$ cat src/rtl/pbt_cfg.svh
// Constants for the strobe preamble and bank-group timing block.
//
// Behaviour
// - Write and read preamble lengths are set independently of each other.
// - Mode register 4 bit 12 picks one- or two-clock write preamble.
// - Mode register 4 bit 11 picks one- or two-clock read preamble.
// - Training is entered by setting mode register 4 bit 10, left by clearing.
// - In training the strobes are driven valid and all data lines held high; the code does so only while mpr_access is set.
// - Training holds strobe low until a page-0 read, then toggles after CL.
// - Device ends every read strobe burst with a half-clock postamble.
// - Four groups of four banks for x4/x8, two groups for x16.
`ifndef PBT_CFG_SVH
`define PBT_CFG_SVH

// ==========================================================================
// Mode register fields
`define PBT_MR4_SEL      3'h4
`define PBT_WPRE_BIT     12
`define PBT_RPRE_BIT     11
`define PBT_TRAIN_BIT    10
`define PBT_MPR_PAGE0    2'h0

// ==========================================================================
// Burst, preamble and gap lengths in link clocks, and the quiet data pattern
`define PBT_PRE_SHORT    5'h01
`define PBT_PRE_LONG     5'h02
`define PBT_HALF_BL8     5'h04
`define PBT_HALF_BC4     5'h02
`define PBT_GAP_FORBID   5'h05
`define PBT_GAP_FORBID_C 5'h06
`define PBT_GAP_MAX      5'h1F
`define PBT_DQ_QUIET     8'hFF

`endif

$ cat src/rtl/pbt_pkg.sv
// Types shared by the strobe preamble and bank-group timing block.
package pbt_pkg;

    typedef enum logic [2:0]
    {
        PBT_NOP = 3'b000,
        PBT_ACT = 3'b001,
        PBT_RD  = 3'b010,
        PBT_WR  = 3'b011,
        PBT_MRS = 3'b100,
        PBT_PRE = 3'b101
    } pbt_cmd_e;

    typedef enum logic [1:0]
    {
        PBT_S_IDLE  = 2'b00,
        PBT_S_WAIT  = 2'b01,
        PBT_S_PREAM = 2'b10,
        PBT_S_BURST = 2'b11
    } pbt_seq_e;

    typedef struct packed
    {
        pbt_seq_e   st;
        logic [4:0] cnt;
    } pbt_seq_s;

    typedef struct packed
    {
        logic [12:0] addr;
        logic [1:0]  ba;
        logic [1:0]  bg;
        logic [2:0]  cmd;
        logic        ck;
    } pbt_pins_s;

    typedef struct packed
    {
        pbt_pins_s   s1;
        pbt_pins_s   s2;
        logic        ck_prev;
        logic        rise;
        logic        ck_level;
        pbt_cmd_e    cmd;
        logic [1:0]  grp;
        logic [3:0]  bank;
        logic [2:0]  mr_sel;
        logic [12:0] addr;
    } pbt_smp_s;

    typedef struct packed
    {
        logic        wpre2;
        logic        rpre2;
        logic        train;
        logic [4:0]  col_gap;
        logic        col_seen;
        logic        gap_err;
        logic [15:0] open_banks;
        pbt_seq_s    rd;
        pbt_seq_s    wr;
        logic        dqs_t;
        logic        dqs_c;
        logic        dqs_oe;
        logic [7:0]  dq;
        logic        dq_oe;
        logic        wr_window;
    } pbt_top_s;

endpackage

$ cat src/rtl/pbt_link_if.sv
// Sampled link clock and decoded command passed from the sampler to the core.
`timescale 1ns/1ps
interface pbt_link_if;
    import pbt_pkg::*;

    logic        ck_rise;
    logic        ck_level;
    pbt_cmd_e    cmd;
    logic [1:0]  grp;
    logic [3:0]  bank;
    logic [2:0]  mr_sel;
    logic [12:0] addr;

    modport src (output ck_rise, ck_level, cmd, grp, bank, mr_sel, addr);
    modport dst (input ck_rise, ck_level, cmd, grp, bank, mr_sel, addr);
endinterface

$ cat src/rtl/pbt_top.sv
// Strobe preamble, training and postamble logic with bank-group tracking.
`timescale 1ns/1ps
`include "pbt_cfg.svh"
module pbt_top
    import pbt_pkg::*;
(
    // Clock and reset
    input  wire logic        ref_clk,
    input  wire logic        sys_rst,
    // Link pins from the controller
    input  wire logic        ck_pin,
    input  wire logic [2:0]  cmd_pin,
    input  wire logic [1:0]  bg_pin,
    input  wire logic [1:0]  ba_pin,
    input  wire logic [12:0] addr_pin,
    // Configuration
    input  wire logic        org_x16,
    input  wire logic        mpr_access,
    input  wire logic [1:0]  mpr_page,
    input  wire logic [4:0]  cas_lat,
    input  wire logic [4:0]  cas_wr_lat,
    input  wire logic        burst_chop,
    input  wire logic        wcrc_en,
    // Strobe and data pins
    output logic             dqs_t_o,
    output logic             dqs_c_o,
    output logic             dqs_oe,
    output logic [7:0]       dq_o,
    output logic             dq_oe,
    // Status
    output logic             wpre_long,
    output logic             rpre_long,
    output logic             train_on,
    output logic             wr_window,
    output logic             gap_err,
    output logic [15:0]      open_banks
);

    pbt_link_if lk ();
    pbt_top_s   st;
    pbt_top_s   next_st;
    logic       mrs4;
    logic       rd_start;
    logic       wr_start;
    logic       is_col;
    logic [4:0] half;

    pbt_sampler u_sampler
    (
        .ref_clk (ref_clk),
        .sys_rst (sys_rst),
        .pins    ({addr_pin, ba_pin, bg_pin, cmd_pin, ck_pin}),
        .org_x16 (org_x16),
        .lk      (lk)
    );

    // ======================================================================
    // Latency sequencer, shared by the read strobe and the write window
    // A new command is taken only from idle or on the last burst clock, where it
    // restarts the full latency wait; a command during wait or preamble is dropped.
    function automatic pbt_seq_s seq_step(input pbt_seq_s s, input logic rise,
                                          input logic start, input logic [4:0] lat,
                                          input logic pre2, input logic [4:0] hb);
        pbt_seq_s   r;
        logic [4:0] pre;
        r   = s;
        pre = pre2 ? `PBT_PRE_LONG : `PBT_PRE_SHORT;
        if (rise)
        begin
            case (s.st)
                PBT_S_IDLE:
                    if (start)
                    begin
                        r.st  = PBT_S_WAIT;
                        r.cnt = lat - pre;
                    end
                PBT_S_WAIT:
                    if (s.cnt <= 5'h01)
                    begin
                        r.st  = PBT_S_PREAM;
                        r.cnt = pre;
                    end
                    else
                        r.cnt = s.cnt - 5'h01;
                PBT_S_PREAM:
                    if (s.cnt == 5'h01)
                    begin
                        r.st  = PBT_S_BURST;
                        r.cnt = hb;
                    end
                    else
                        r.cnt = s.cnt - 5'h01;
                PBT_S_BURST:
                    if (s.cnt != 5'h01)
                        r.cnt = s.cnt - 5'h01;
                    else if (start)
                    begin
                        r.st  = PBT_S_WAIT;
                        r.cnt = lat - pre;
                    end
                    else
                        r.st  = PBT_S_IDLE;
                default:
                    r.st = PBT_S_IDLE;
            endcase
        end
        return r;
    endfunction

    // ======================================================================
    // Mode, spacing and strobe state
    always_comb
    begin
        next_st         = st;
        next_st.gap_err = 1'b0;
        half     = burst_chop ? `PBT_HALF_BC4 : `PBT_HALF_BL8;
        mrs4     = lk.ck_rise && lk.cmd == PBT_MRS && lk.mr_sel == `PBT_MR4_SEL;
        is_col   = lk.ck_rise && (lk.cmd == PBT_RD || lk.cmd == PBT_WR);
        // While training only a page-0 register read releases the strobes.
        rd_start = lk.cmd == PBT_RD && (!st.train || mpr_page == `PBT_MPR_PAGE0);
        wr_start = lk.cmd == PBT_WR;
        if (mrs4)
        begin
            next_st.wpre2 = lk.addr[`PBT_WPRE_BIT];
            next_st.rpre2 = lk.addr[`PBT_RPRE_BIT];
            next_st.train = lk.addr[`PBT_TRAIN_BIT];
        end
        // Forbidden gaps are the controller's to avoid; flagging them costs little.
        if (is_col)
        begin
            next_st.gap_err  = st.col_seen &&
                ((st.col_gap == `PBT_GAP_FORBID && (st.rpre2 || (st.wpre2 && !wcrc_en)))
                 || (st.col_gap == `PBT_GAP_FORBID_C && st.wpre2 && wcrc_en));
            next_st.col_gap  = 5'h01;
            next_st.col_seen = 1'b1;
        end
        else if (lk.ck_rise && st.col_gap != `PBT_GAP_MAX)
            next_st.col_gap = st.col_gap + 5'h01;
        if (lk.ck_rise && lk.cmd == PBT_ACT)
            next_st.open_banks[lk.bank] = 1'b1;
        if (lk.ck_rise && lk.cmd == PBT_PRE)
            next_st.open_banks[lk.bank] = 1'b0;
        next_st.rd = seq_step(st.rd, lk.ck_rise, rd_start, cas_lat, st.rpre2, half);
        // The write window leans on the controller keeping a half-clock postamble.
        next_st.wr = seq_step(st.wr, lk.ck_rise, wr_start, cas_wr_lat, st.wpre2, half);
        next_st.wr_window = next_st.wr.st == PBT_S_PREAM || next_st.wr.st == PBT_S_BURST;
        // The strobe follows the link clock in the burst, so the last falling edge
        // leaves it low for the final half clock before release.
        next_st.dqs_t  = next_st.rd.st == PBT_S_BURST ? lk.ck_level : 1'b0;
        next_st.dqs_c  = ~next_st.dqs_t;
        // Unless training with mpr_access set, the strobe stays released through the latency wait, so the preamble is
        // exactly the programmed length rather than the whole wait.
        next_st.dqs_oe = next_st.rd.st == PBT_S_PREAM || next_st.rd.st == PBT_S_BURST
            || (next_st.train && mpr_access);
        next_st.dq_oe  = next_st.train && mpr_access;
        next_st.dq     = `PBT_DQ_QUIET;
    end

    always_ff @(posedge ref_clk)
    begin
        if (sys_rst)
            st <= '0;
        else
            st <= next_st;
    end

    assign dqs_t_o    = st.dqs_t;
    assign dqs_c_o    = st.dqs_c;
    assign dqs_oe     = st.dqs_oe;
    assign dq_o       = st.dq;
    assign dq_oe      = st.dq_oe;
    assign wpre_long  = st.wpre2;
    assign rpre_long  = st.rpre2;
    assign train_on   = st.train;
    assign wr_window  = st.wr_window;
    assign gap_err    = st.gap_err;
    assign open_banks = st.open_banks;
endmodule // pbt_top

$ cat src/rtl/pbt_sampler.sv
// Synchronises the link pins, finds link clock rises and decodes bank groups.
`timescale 1ns/1ps
module pbt_sampler
    import pbt_pkg::*;
(
    // Clock and reset
    input  wire logic        ref_clk,
    input  wire logic        sys_rst,
    // Link pins
    input  wire pbt_pins_s   pins,
    input  wire logic        org_x16,
    // Decoded link
    pbt_link_if.src          lk
);

    pbt_smp_s st;
    pbt_smp_s next_st;

    // ======================================================================
    // Sampling
    always_comb
    begin
        next_st          = st;
        next_st.s1       = pins;
        next_st.s2       = st.s1;
        next_st.ck_prev  = st.s2.ck;
        next_st.rise     = st.s2.ck & ~st.ck_prev;
        next_st.ck_level = st.s2.ck;
        next_st.cmd      = pbt_cmd_e'(st.s2.cmd);
        next_st.addr     = st.s2.addr;
        next_st.mr_sel   = {st.s2.bg[0], st.s2.ba};
        // A x16 part has only one group bit, so the upper group bit is ignored.
        if (org_x16)
        begin
            next_st.grp  = {1'b0, st.s2.bg[0]};
            next_st.bank = {1'b0, st.s2.bg[0], st.s2.ba};
        end
        else
        begin
            next_st.grp  = st.s2.bg;
            next_st.bank = {st.s2.bg, st.s2.ba};
        end
    end

    always_ff @(posedge ref_clk)
    begin
        if (sys_rst)
            st <= '0;
        else
            st <= next_st;
    end

    assign lk.ck_rise  = st.rise;
    assign lk.ck_level = st.ck_level;
    assign lk.cmd      = st.cmd;
    assign lk.grp      = st.grp;
    assign lk.bank     = st.bank;
    assign lk.mr_sel   = st.mr_sel;
    assign lk.addr     = st.addr;
endmodule // pbt_sampler

$ cat config.mk
export PLATFORM = sky130hd
export DESIGN_NAME = pbt_top
export DESIGN_NICKNAME = d
export VERILOG_FILES = /design/src/rtl/pbt_pkg.sv /design/src/rtl/pbt_link_if.sv /design/src/rtl/pbt_top.sv /design/src/rtl/pbt_sampler.sv
export VERILOG_INCLUDE_DIRS = /design/src /design/src/rtl
export SDC_FILE = /design/constraint.sdc
export NUM_CORES = 1
export LEC_CHECK = 0
export BUFFER_PORTS_ARGS = -buffer_cell sky130_fd_sc_hd__buf_2
export CAP_MARGIN = 5
export CORE_UTILIZATION = 40
export CTS_CLUSTER_DIAMETER = 80
export DETAILED_ROUTE_END_ITERATION = 6
export SYNTH_ARGS = -nofsm -noshare
export SYNTH_HDL_FRONTEND = slang
export SYNTH_SLANG_ARGS = --single-unit
$ cat constraint.sdc
create_clock -name ref_clk -period 3.2 [get_ports ref_clk]
set_input_delay 0.32 -clock ref_clk [delete_from_list [all_inputs] [get_ports ref_clk]]
set_output_delay 0.32 -clock ref_clk [all_outputs]
set_load 0.03 [all_outputs]
Word level (Yosys, flattened, before mapping)
Index checks and enable logic that the tools add are counted.

Register bits: 120. Bits of input ports: 39.

Muxes and demuxes: 34. $lt $le $gt $ge: 4. Reduce and logical (&&, ||, !) cells: 32. Bitwise logic cells: 7. Eq/ne operators: 27. $add $sub $neg: 5.

Operator list (number): 7-bit case mux with 4 select lines (2); 5-bit two-way mux (8); 16-bit two-way mux (2); 7-bit two-way mux (4); 16-bit AND (1); 2-bit == test, second input constant (8); 2-bit two-way mux (8); 16-bit NOT (1); 16-bit bitwise OR (1); 1-bit logical AND (14); 5-bit by 1-bit == test with 1-bit output, second input constant (2); 5-bit by 3-bit == test with 1-bit output, second input constant (2); 5-bit by 1-bit less-or-equal comparator with 1-bit output, second input constant (2); 10-bit two-way mux (1); 5-bit by 1-bit inequality test with 1-bit output, second input constant (2); 5-bit by 1-bit subtractor with 5-bit output, second input constant (2); 5-bit by 2-bit subtractor with 5-bit output (2); 3-bit == test, second input constant (3); 1-bit logical OR (7); 1-bit two-way mux (7); 3-bit by 2-bit == test with 1-bit output, second input constant (2); 2-bit zero test (3); 3-bit inequality test, second input constant (2); 3-bit AND reduction (2); 14 further kinds (21).

Logic depth before layout (Yosys ltp)
Gate-level depths: netlist of run 1.

Depth in word-level cells: 10. Mapped depth: 9.

Cells and area by module
Synthesis of run 1 repeated with hierarchy kept, for this count alone.

Cells, all modules: 516. Area, all modules: 4825.9 um^2.

By module, submodules not included: pbt_top (area an instance 2902.8 um^2, cells an instance 356, sequential area each 920.9 um^2, instances 1); pbt_sampler (area an instance 1923.1 um^2, cells an instance 160, sequential area each 1281.2 um^2, instances 1).

Least setup slack after synthesis of run 1
Ideal clock, no wire load.

Kind: register to register. Start point: register st (netlist bit rpre_long). End point: register st[22] in the netlist's numbering. Arrival time: 2.162 ns. Data required time: 3.058 ns. Clock period less this slack: 2.304 ns. Cell stages (with the launch flop): 9. Slack: 0.896 ns. Cells stage by stage: dfxtp_1 inv_1 ha_1 fa_1 xor2_1 nand4b_1 a21oi_1 a2111oi_0 o22ai_2.

Longest elaborated chain between the ends: 5.

Ends and longest elaborated chain: start: declaration (RTL line pbt_top.sv:40) `pbt_top_s st;`; start signal: assignment (RTL line pbt_top.sv:164) `st <= next_st;`; 2-bit two-way mux (no source line) *; 5-bit by 2-bit subtractor with 5-bit output * (RTL line pbt_top.sv:75, pbt_top.sv:99); 5-bit two-way mux (RTL line pbt_top.sv:96) `else if (start)`; 5-bit two-way mux (RTL line pbt_top.sv:94) `if (s.cnt != 5'h01)`; 7-bit case mux with 4 select lines * (RTL line pbt_top.sv:70) `case (s.st)`.

Mark *: on every way between the ends. The rest lies on a longest branch, timed or not. The select of a mux whose other input is x is not followed. A chain may end at the register's enable or synchronous reset.

Worst setup path after layout of run 1
Same ends and word-level chain as after synthesis.

==> results of run 1 <==
[power by group through the flow]
stage / logic [W] / registers [W] / clock network, W
5_1_grt: 0.000120 / 0.00103 / 0.000876
3_5_place_dp: 0.000110 / 0.00105 / 0
2_1_floorplan: 0.0000770 / 0.00105 / 0
4_1_cts: 0.000110 / 0.00102 / 0.000841
6_report: 0.000109 / 0.00102 / 0.000813
3_3_place_gp: 0.000108 / 0.00105 / 0
[final cells by class]
| cell class | instances | area [µm²] |
|---|---|---|
| clock inverters | 6 | 93.8 |
| flip-flops and latches | 80 | 1600 |
| repair buffers | 63 | 320 |
| multi-input cells | 285 | 1900 |
| inverters | 20 | 75.1 |
| well taps | 129 | 161 |
| fillers | 935 | 4970 |
| clock buffers | 9 | 124 |
[logic make-up (layout without fill, tap and decap cells)]
kind of cell,after synthesis,count (layout),synth area share
AO/OA/AOI/OAI,84,84,0.155
multiplexers,5,5,0.0131
buffers and inverters,61,98,0.0841
XOR/XNOR,7,7,0.0160
AND/OR/NAND/NOR,175,175,0.263
adder cells (fa/ha/maj),14,14,0.0498
flip-flops,80,80,0.419
[worst max-delay path, delay by kind of cell, from the launching register on]
kind / cells / cell delay, ns
flops: 1 / 0.49
buf+inv: 1 / 0.10
xor+xnor: 1 / 0.20
compound gates: 3 / 0.78
fa+ha+maj: 2 / 0.63
simple gates: 1 / 0.10
[metrics by stage]
stage	total power, W	cells	cell area, µm²
after detailed placement	0.00116	577	4060
after global routing	0.00202	592	4270
after global placement	0.00116	577	4060
after CTS	0.00198	592	4270
after floorplan	0.00112	426	3820
final	0.00195	592	4270
[routing by layer]
layer | routed length [µm] | up-vias
met5 | 0 | -
met4 | 135 | 0
met3 | 334 | 13
met2 | 3560 | 63
met1 | 3850 | 1421
li1 | - | 1542
[Yosys cell counts (4+ instances only)]
library cell,n,share of area
nor3b_1,5,0.0098
o21ai_0,5,0.0065
and2_1,4,0.0065
o21ai_1,6,0.0079
o211a_1,4,0.010
nand4b_1,4,0.0092
nand3b_1,7,0.014
nand2b_1,4,0.0065
inv_1,20,0.020
nor2_1,37,0.036
nand3_1,7,0.0092
nor2b_1,39,0.064
dfxtp_1,80,0.42
nand4_1,4,0.0065
xor2_1,5,0.011
nor3_1,26,0.034
a31oi_1,10,0.016
a21oi_1,23,0.030
mux2i_1,5,0.013
o31ai_1,4,0.0079
nand2_1,15,0.015
ha_1,12,0.039
a211oi_1,4,0.0079
buf_4,24,0.047
clkbuf_1,14,0.014
nor4_1,4,0.0065
[flip-flops by register name, indices dropped and copies added (netlist names)]
register,cells
u_sampler.lk.addr,3
u_sampler.lk.bank,4
u_sampler.st,2
u_sampler.next_st,21
u_sampler.lk.cmd,3
dqs_c_o,1
open_banks,16
dqs_t_o,1
dqs_oe,1
wr_window,1
u_sampler.lk.ck_rise,1
wpre_long,1
gap_err,1
dq_o,1
st,20
rpre_long,1
train_on,1
dq_oe,1
[worst paths after layout]
check	depth (start not counted)	start	slack, ns	endpoint
setup / recovery	8	rpre_long$_SDFFE_PP0P_	0.77	st[22]$_SDFFE_PP0P_
hold / removal	2	org_x16	0.12	u_sampler.lk.bank[3]$_SDFF_PP0_
setup reg to reg	8	rpre_long$_SDFFE_PP0P_	0.77	st[22]$_SDFFE_PP0P_
hold reg to reg	1	u_sampler.next_st[22]$_SDFF_PP0_	0.43	u_sampler.lk.cmd[0]$_SDFF_PP0_
==> flow_metrics.tcl, run 1 <==
set metrics [dict create \
    status "finished clean" \
    cp-end-kind "register" \
    vias 3039 \
    synth.avg_cell_area_um2 8.97 \
    die_h_um 99.7 \
    wl_per_cell_um 13.3 \
    layout_common_cells "dfxtp_1, buf_2, nor2b_1, nor2_1, nor3_1" \
    place_ws_ns 0.844 \
    rsz0062_at_grt "false" \
    path_cells "inv_1 > ha_1 > fa_1 > xor2_1 > nand4b_1 > a21oi_1 > a2111oi_0 > o22ai_2" \
    drc_errors 0 \
    max-vdd-ir-drop_v 0.000311 \
    final_common_cell "dfxtp_1" \
    leakagePower_nw 1.72 \
    numCtsBuffers 9 \
    seqPwrFrac 0.526 \
    post-route-util 0.463 \
    insertion_delay_ns 0.35 \
    drt-initial-drc-count 107 \
    crit_fanout 6 \
    fmax_ghz 0.411 \
    ctsHoldBuffers 0 \
    drv_slew 0 \
    clockPowerShare 0.418 \
    first_pass_iters 4 \
    cts_tree "done" \
    p_int_w 0.00150 \
    use_met1 0.214 \
    htreeDepth 3 \
    post-dp-hpwl_mm 5.60 \
    post_cts_resized 0 \
    whs_ns 0.118 \
    sw_frac_of_total 0.229 \
    root_buffer "clkbuf_8" \
    min_path_type "in -> reg" \
    clk_path_buf_depth 2 \
    start_util 0.414 \
    grt_pass1_vias 2753 \
    max-slew-margin-rel 0.526 \
    num_rows 35 \
    setup_ws_ns 0.767 \
    grt-ovfl-total 0 \
    period_share 0.760 \
    fp.dieW_um 99.7 \
    synth_edf_count 0 \
    use_met2 0.263 \
    drive_gt1_frac 0.197 \
    synthFlopType "dfxtp_1" \
    totalNegativeSetupSlack_ns 0 \
    synth_cell_types 66 \
    maxCapViolCount 0 \
    tightest_slew_ns 0.709 \
    p_per_area_nw_per_um2 455 \
    fin_worst_skew_ns 0.0145 \
    track_usage 0.165 \
    synthArstFlopShare 0 \
    cts_sinks 80 \
    syn_area_um2 3820 \
    num_antenna_cells 0 \
    hold_viol_final 0 \
    antenna_found_initial 0 \
    area_delta_synth_final_pct 11.9 \
    grt_pass1_wl_mm 12.9 \
    p_switching_w 0.000445 \
    synth_cells 426 \
    period_needed_ns 2.43 \
    port_buffers 61 \
    pwr-share-comb 0.056 \
    setup_viol 0 \
    gp_congestion 0.904 \
    clk_pin_slew_ns 0.09 \
    crit_path_top_delay_cell "a2111oi_0" \
    ant_nets 0 \
    dieArea_um2 9950 \
    path_class "reg -> reg" \
    use_met3 0.0387 \
    syn_nets 479 \
    cp.arrival_ns 2.64 \
    core_um2 9240 \
    ys_ff_latch 80 \
    routed_wl_mm 7.89 \
    synth_seq_area_share 0.419 \
    post_cts_buffers 0 \
    crit_path_max_incr_delay_ns 0.56 \
    grt_max_degree 64 \
    grt.busiest_layer "met2" \
    synth_warnings 0 \
    final_nets 512 \
    required_ns 3.41 \
    design.portCount 72 \
    vias_per_cell 5.13 \
    worstSetupStartpointType "register" \
]
No activity file was read; power rests on OpenSTA's default activity.
==> inputs of run 2 (changes only) <==
--- a/config.mk
+++ b/config.mk
@@ -6,6 +6,7 @@
 export SDC_FILE = /design/constraint.sdc
 export NUM_CORES = 1
 export LEC_CHECK = 0
+export ABC_AREA = 1
 export BUFFER_PORTS_ARGS = -buffer_cell sky130_fd_sc_hd__buf_2
 export CAP_MARGIN = 5
 export CORE_UTILIZATION = 40
==> constraint.sdc (replaced) <==
create_clock -name ref_clk -period 2.03 [get_ports ref_clk]
set_input_delay 0.203 -clock ref_clk [delete_from_list [all_inputs] [get_ports ref_clk]]
set_output_delay 0.203 -clock ref_clk [all_outputs]
set_load 0.03 [all_outputs]
==> run 2 against run 1 <==
Net effect:
- routed wire length grew 1.7%
- setup slack lost 0.55 ns
- sequential cell count is the same
- largest power group unchanged
==> flow_metrics.tcl, run 2 <==
set metrics [dict create \
    syn_area_um2 4000 \
    insertion_delay_ns 0.35 \
    period_share 0.892 \
    yosys.area.top_type "dfxtp_1" \
    synthTopCellsByArea "dfxtp_1, nor2_1, inv_1" \
    grt-ovfl-total 0 \
    first_pass_iters 4 \
    synth_seq_area_share 0.401 \
    grt_pass1_vias 2963 \
    post_cts_buffers 0 \
    synthArstFlopShare 0 \
    synth_cells 571 \
    htreeDepth 3 \
    hold_viol_final 0 \
    gp_congestion 0.842 \
    clk_pin_slew_ns 0.09 \
    synth_warnings 0 \
    cp-end-kind "register" \
    place_inst 734 \
    design_area_um2 4470 \
    drc_errors 0 \
    design.portCount 72 \
    synthTopCellsByCount "nor2_1, inv_1, nand2_1" \
    p_per_area_nw_per_um2 665 \
    stdcell_count 751 \
    die_h_um 102 \
    max-vdd-ir-drop_v 0.000321 \
    period_needed_ns 1.81 \
    whs_ns 0.0544 \
    antenna_found_initial 0 \
    drt-initial-drc-count 139 \
    dieArea_um2 10400 \
    max-slew-margin-rel 0.571 \
    maxCapViolCount 0 \
    post-dp-hpwl_mm 5.78 \
    drive_gt1_frac 0.157 \
    syn_nets 624 \
    start_util 0.411 \
    fp.dieW_um 102 \
    largest_reg_flops 21 \
    dpl_cell_area_um2 4270 \
    num_rows 36 \
    synth.avg_cell_area_um2 7.00 \
    routed_wl_mm 8.02 \
    rsz0062_at_grt "false" \
    track_usage 0.162 \
    grt_pass1_wl_mm 13.2 \
    clk_path_buf_depth 2 \
    tightest_slew_ns 0.644 \
    area_delta_synth_final_pct 11.7 \
    totalNegativeSetupSlack_ns 0 \
    p_total_w 0.00297 \
    ant_nets 0 \
    min_path_type "in -> reg" \
    drv_slew 0 \
    layout_common_cells "nor2_1, inv_1, nand2_1, dfxtp_1, buf_2" \
    final_nets 666 \
    vias 3415 \
    fin_worst_skew_ns 0.0100 \
    crit_fanout 3 \
    status "finished clean" \
    yosysMostFrequentCell "nor2_1" \
    num_antenna_cells 0 \
    worstSetupStartpointType "register" \
    netlist.area_leader.share 0.401 \
    cp.arrival_ns 2.05 \
    core_um2 9730 \
    root_buffer "clkbuf_8" \
    cts_tree "done" \
    final_common_cell "nor2_1" \
    required_ns 2.27 \
    cts_sinks 80 \
    numCtsBuffers 9 \
    leakagePower_nw 2.11 \
    ys_ff_latch 80 \
    synth_cell_types 35 \
    port_buffers 61 \
    path_class "reg -> reg" \
    wl_per_cell_um 10.7 \
    setup_viol 0 \
    grt_max_degree 63 \
    fmax_ghz 0.553 \
    vias_per_cell 4.55 \
    synthFlopType "dfxtp_1" \
    synth_edf_count 0 \
]
[run 2: cell count changes after synthesis, sizes merged, moves of 5 or more]
cell | previous run | this run
a21oi | 24 | 36
a31oi | 10 | 2
and2 | 5 | 0
clkbuf | 14 | 8
inv | 20 | 97
mux2i | 5 | 0
nand2 | 16 | 97
nand3 | 7 | 32
nand3b | 7 | 0
nor2 | 37 | 96
nor2b | 39 | 0
nor3 | 26 | 40
o21ai | 12 | 17
[run 2: through the flow]
stage	setup slack, ns	util
2_1_floorplan	0.124	-
3_3_place_gp	0.186	0.439
3_5_place_dp	0.157	0.439
4_1_cts	0.135	0.459
5_1_grt	0.0193	0.459
6_report	0.220	0.459
[run 2: critical path: stages (launching register included)]
cell,delay (ns)
dfxtp_1,0.38
inv_1,0.07
ha_1,0.20
fa_1,0.41
xnor2_1,0.26
o22ai_1,0.10
nand2_1,0.07
nand2_1,0.05
nor2_1,0.12
nor2_1,0.05
[run 2: what timing repair did]
| action | 4_1_cts | 5_1_grt |
|---|---|---|
| gates resized for setup | 0 | 1 |
| hold buffers | 1 | 0 |
| setup endpoints to repair | 0 | 1 |
| hold endpoints to repair | 1 | 0 |
[run 2: worst paths after layout]
path / from / to / slack, ns / depth (start not counted)
worst max-delay path: rpre_long$_SDFFE_PP0P_ / st[22]$_SDFFE_PP0P_ / 0.22 / 9
worst min-delay path: ba_pin[1] / u_sampler.next_st[35]$_SDFF_PP0_ / 0.05 / 3
worst max register to register: rpre_long$_SDFFE_PP0P_ / st[22]$_SDFFE_PP0P_ / 0.22 / 9
worst min register to register: u_sampler.next_st[10]$_SDFF_PP0_ / u_sampler.lk.addr[10]$_SDFF_PP0_ / 0.40 / 2
[run 2: metal layers]
layer	global-route usage	part of all wire	up-vias	routed length, µm
li1	-	-	1844	-
met1	0.221	0.51	1489	4080
met2	0.253	0.44	77	3510
met3	0.0328	0.044	5	351
met4	0.0560	0.010	0	84
met5	0	0	-	0
[run 2: cell families after synthesis]
| logic type | Yosys count | synth area share |
|---|---|---|
| and+or+nand+nor | 273 | 0.297 |
| buffers and inverters | 133 | 0.151 |
| AOI/OAI and AO/OA | 61 | 0.0817 |
| xor gates and xnor gates | 10 | 0.0219 |
| adders and majority gates | 14 | 0.0476 |
| DFF | 80 | 0.401 |
[run 2: final cells by class]
cell class                      instances  area (µm²)
Clock buffer                           10         138
Multi-Input combinational cell        358        1790
Sequential cell                        80        1600
Timing Repair Buffer                   67         353
Tap cell                              133         166
Inverter                               97         364
Fill cell                            1027        5260
Clock inverter                          6        50.0
[run 2: power breakdown]
part / leakage (nW) / total (W) / switching [W] / internal [W]
clock network: 0.0952 / 0.00112 / 0.000623 / 0.000495
registers: 0.651 / 0.00162 / 0.0000195 / 0.00160
logic: 1.37 / 0.000230 / 0.000151 / 0.0000785
total: 2.11 / 0.00297 / 0.000794 / 0.00218
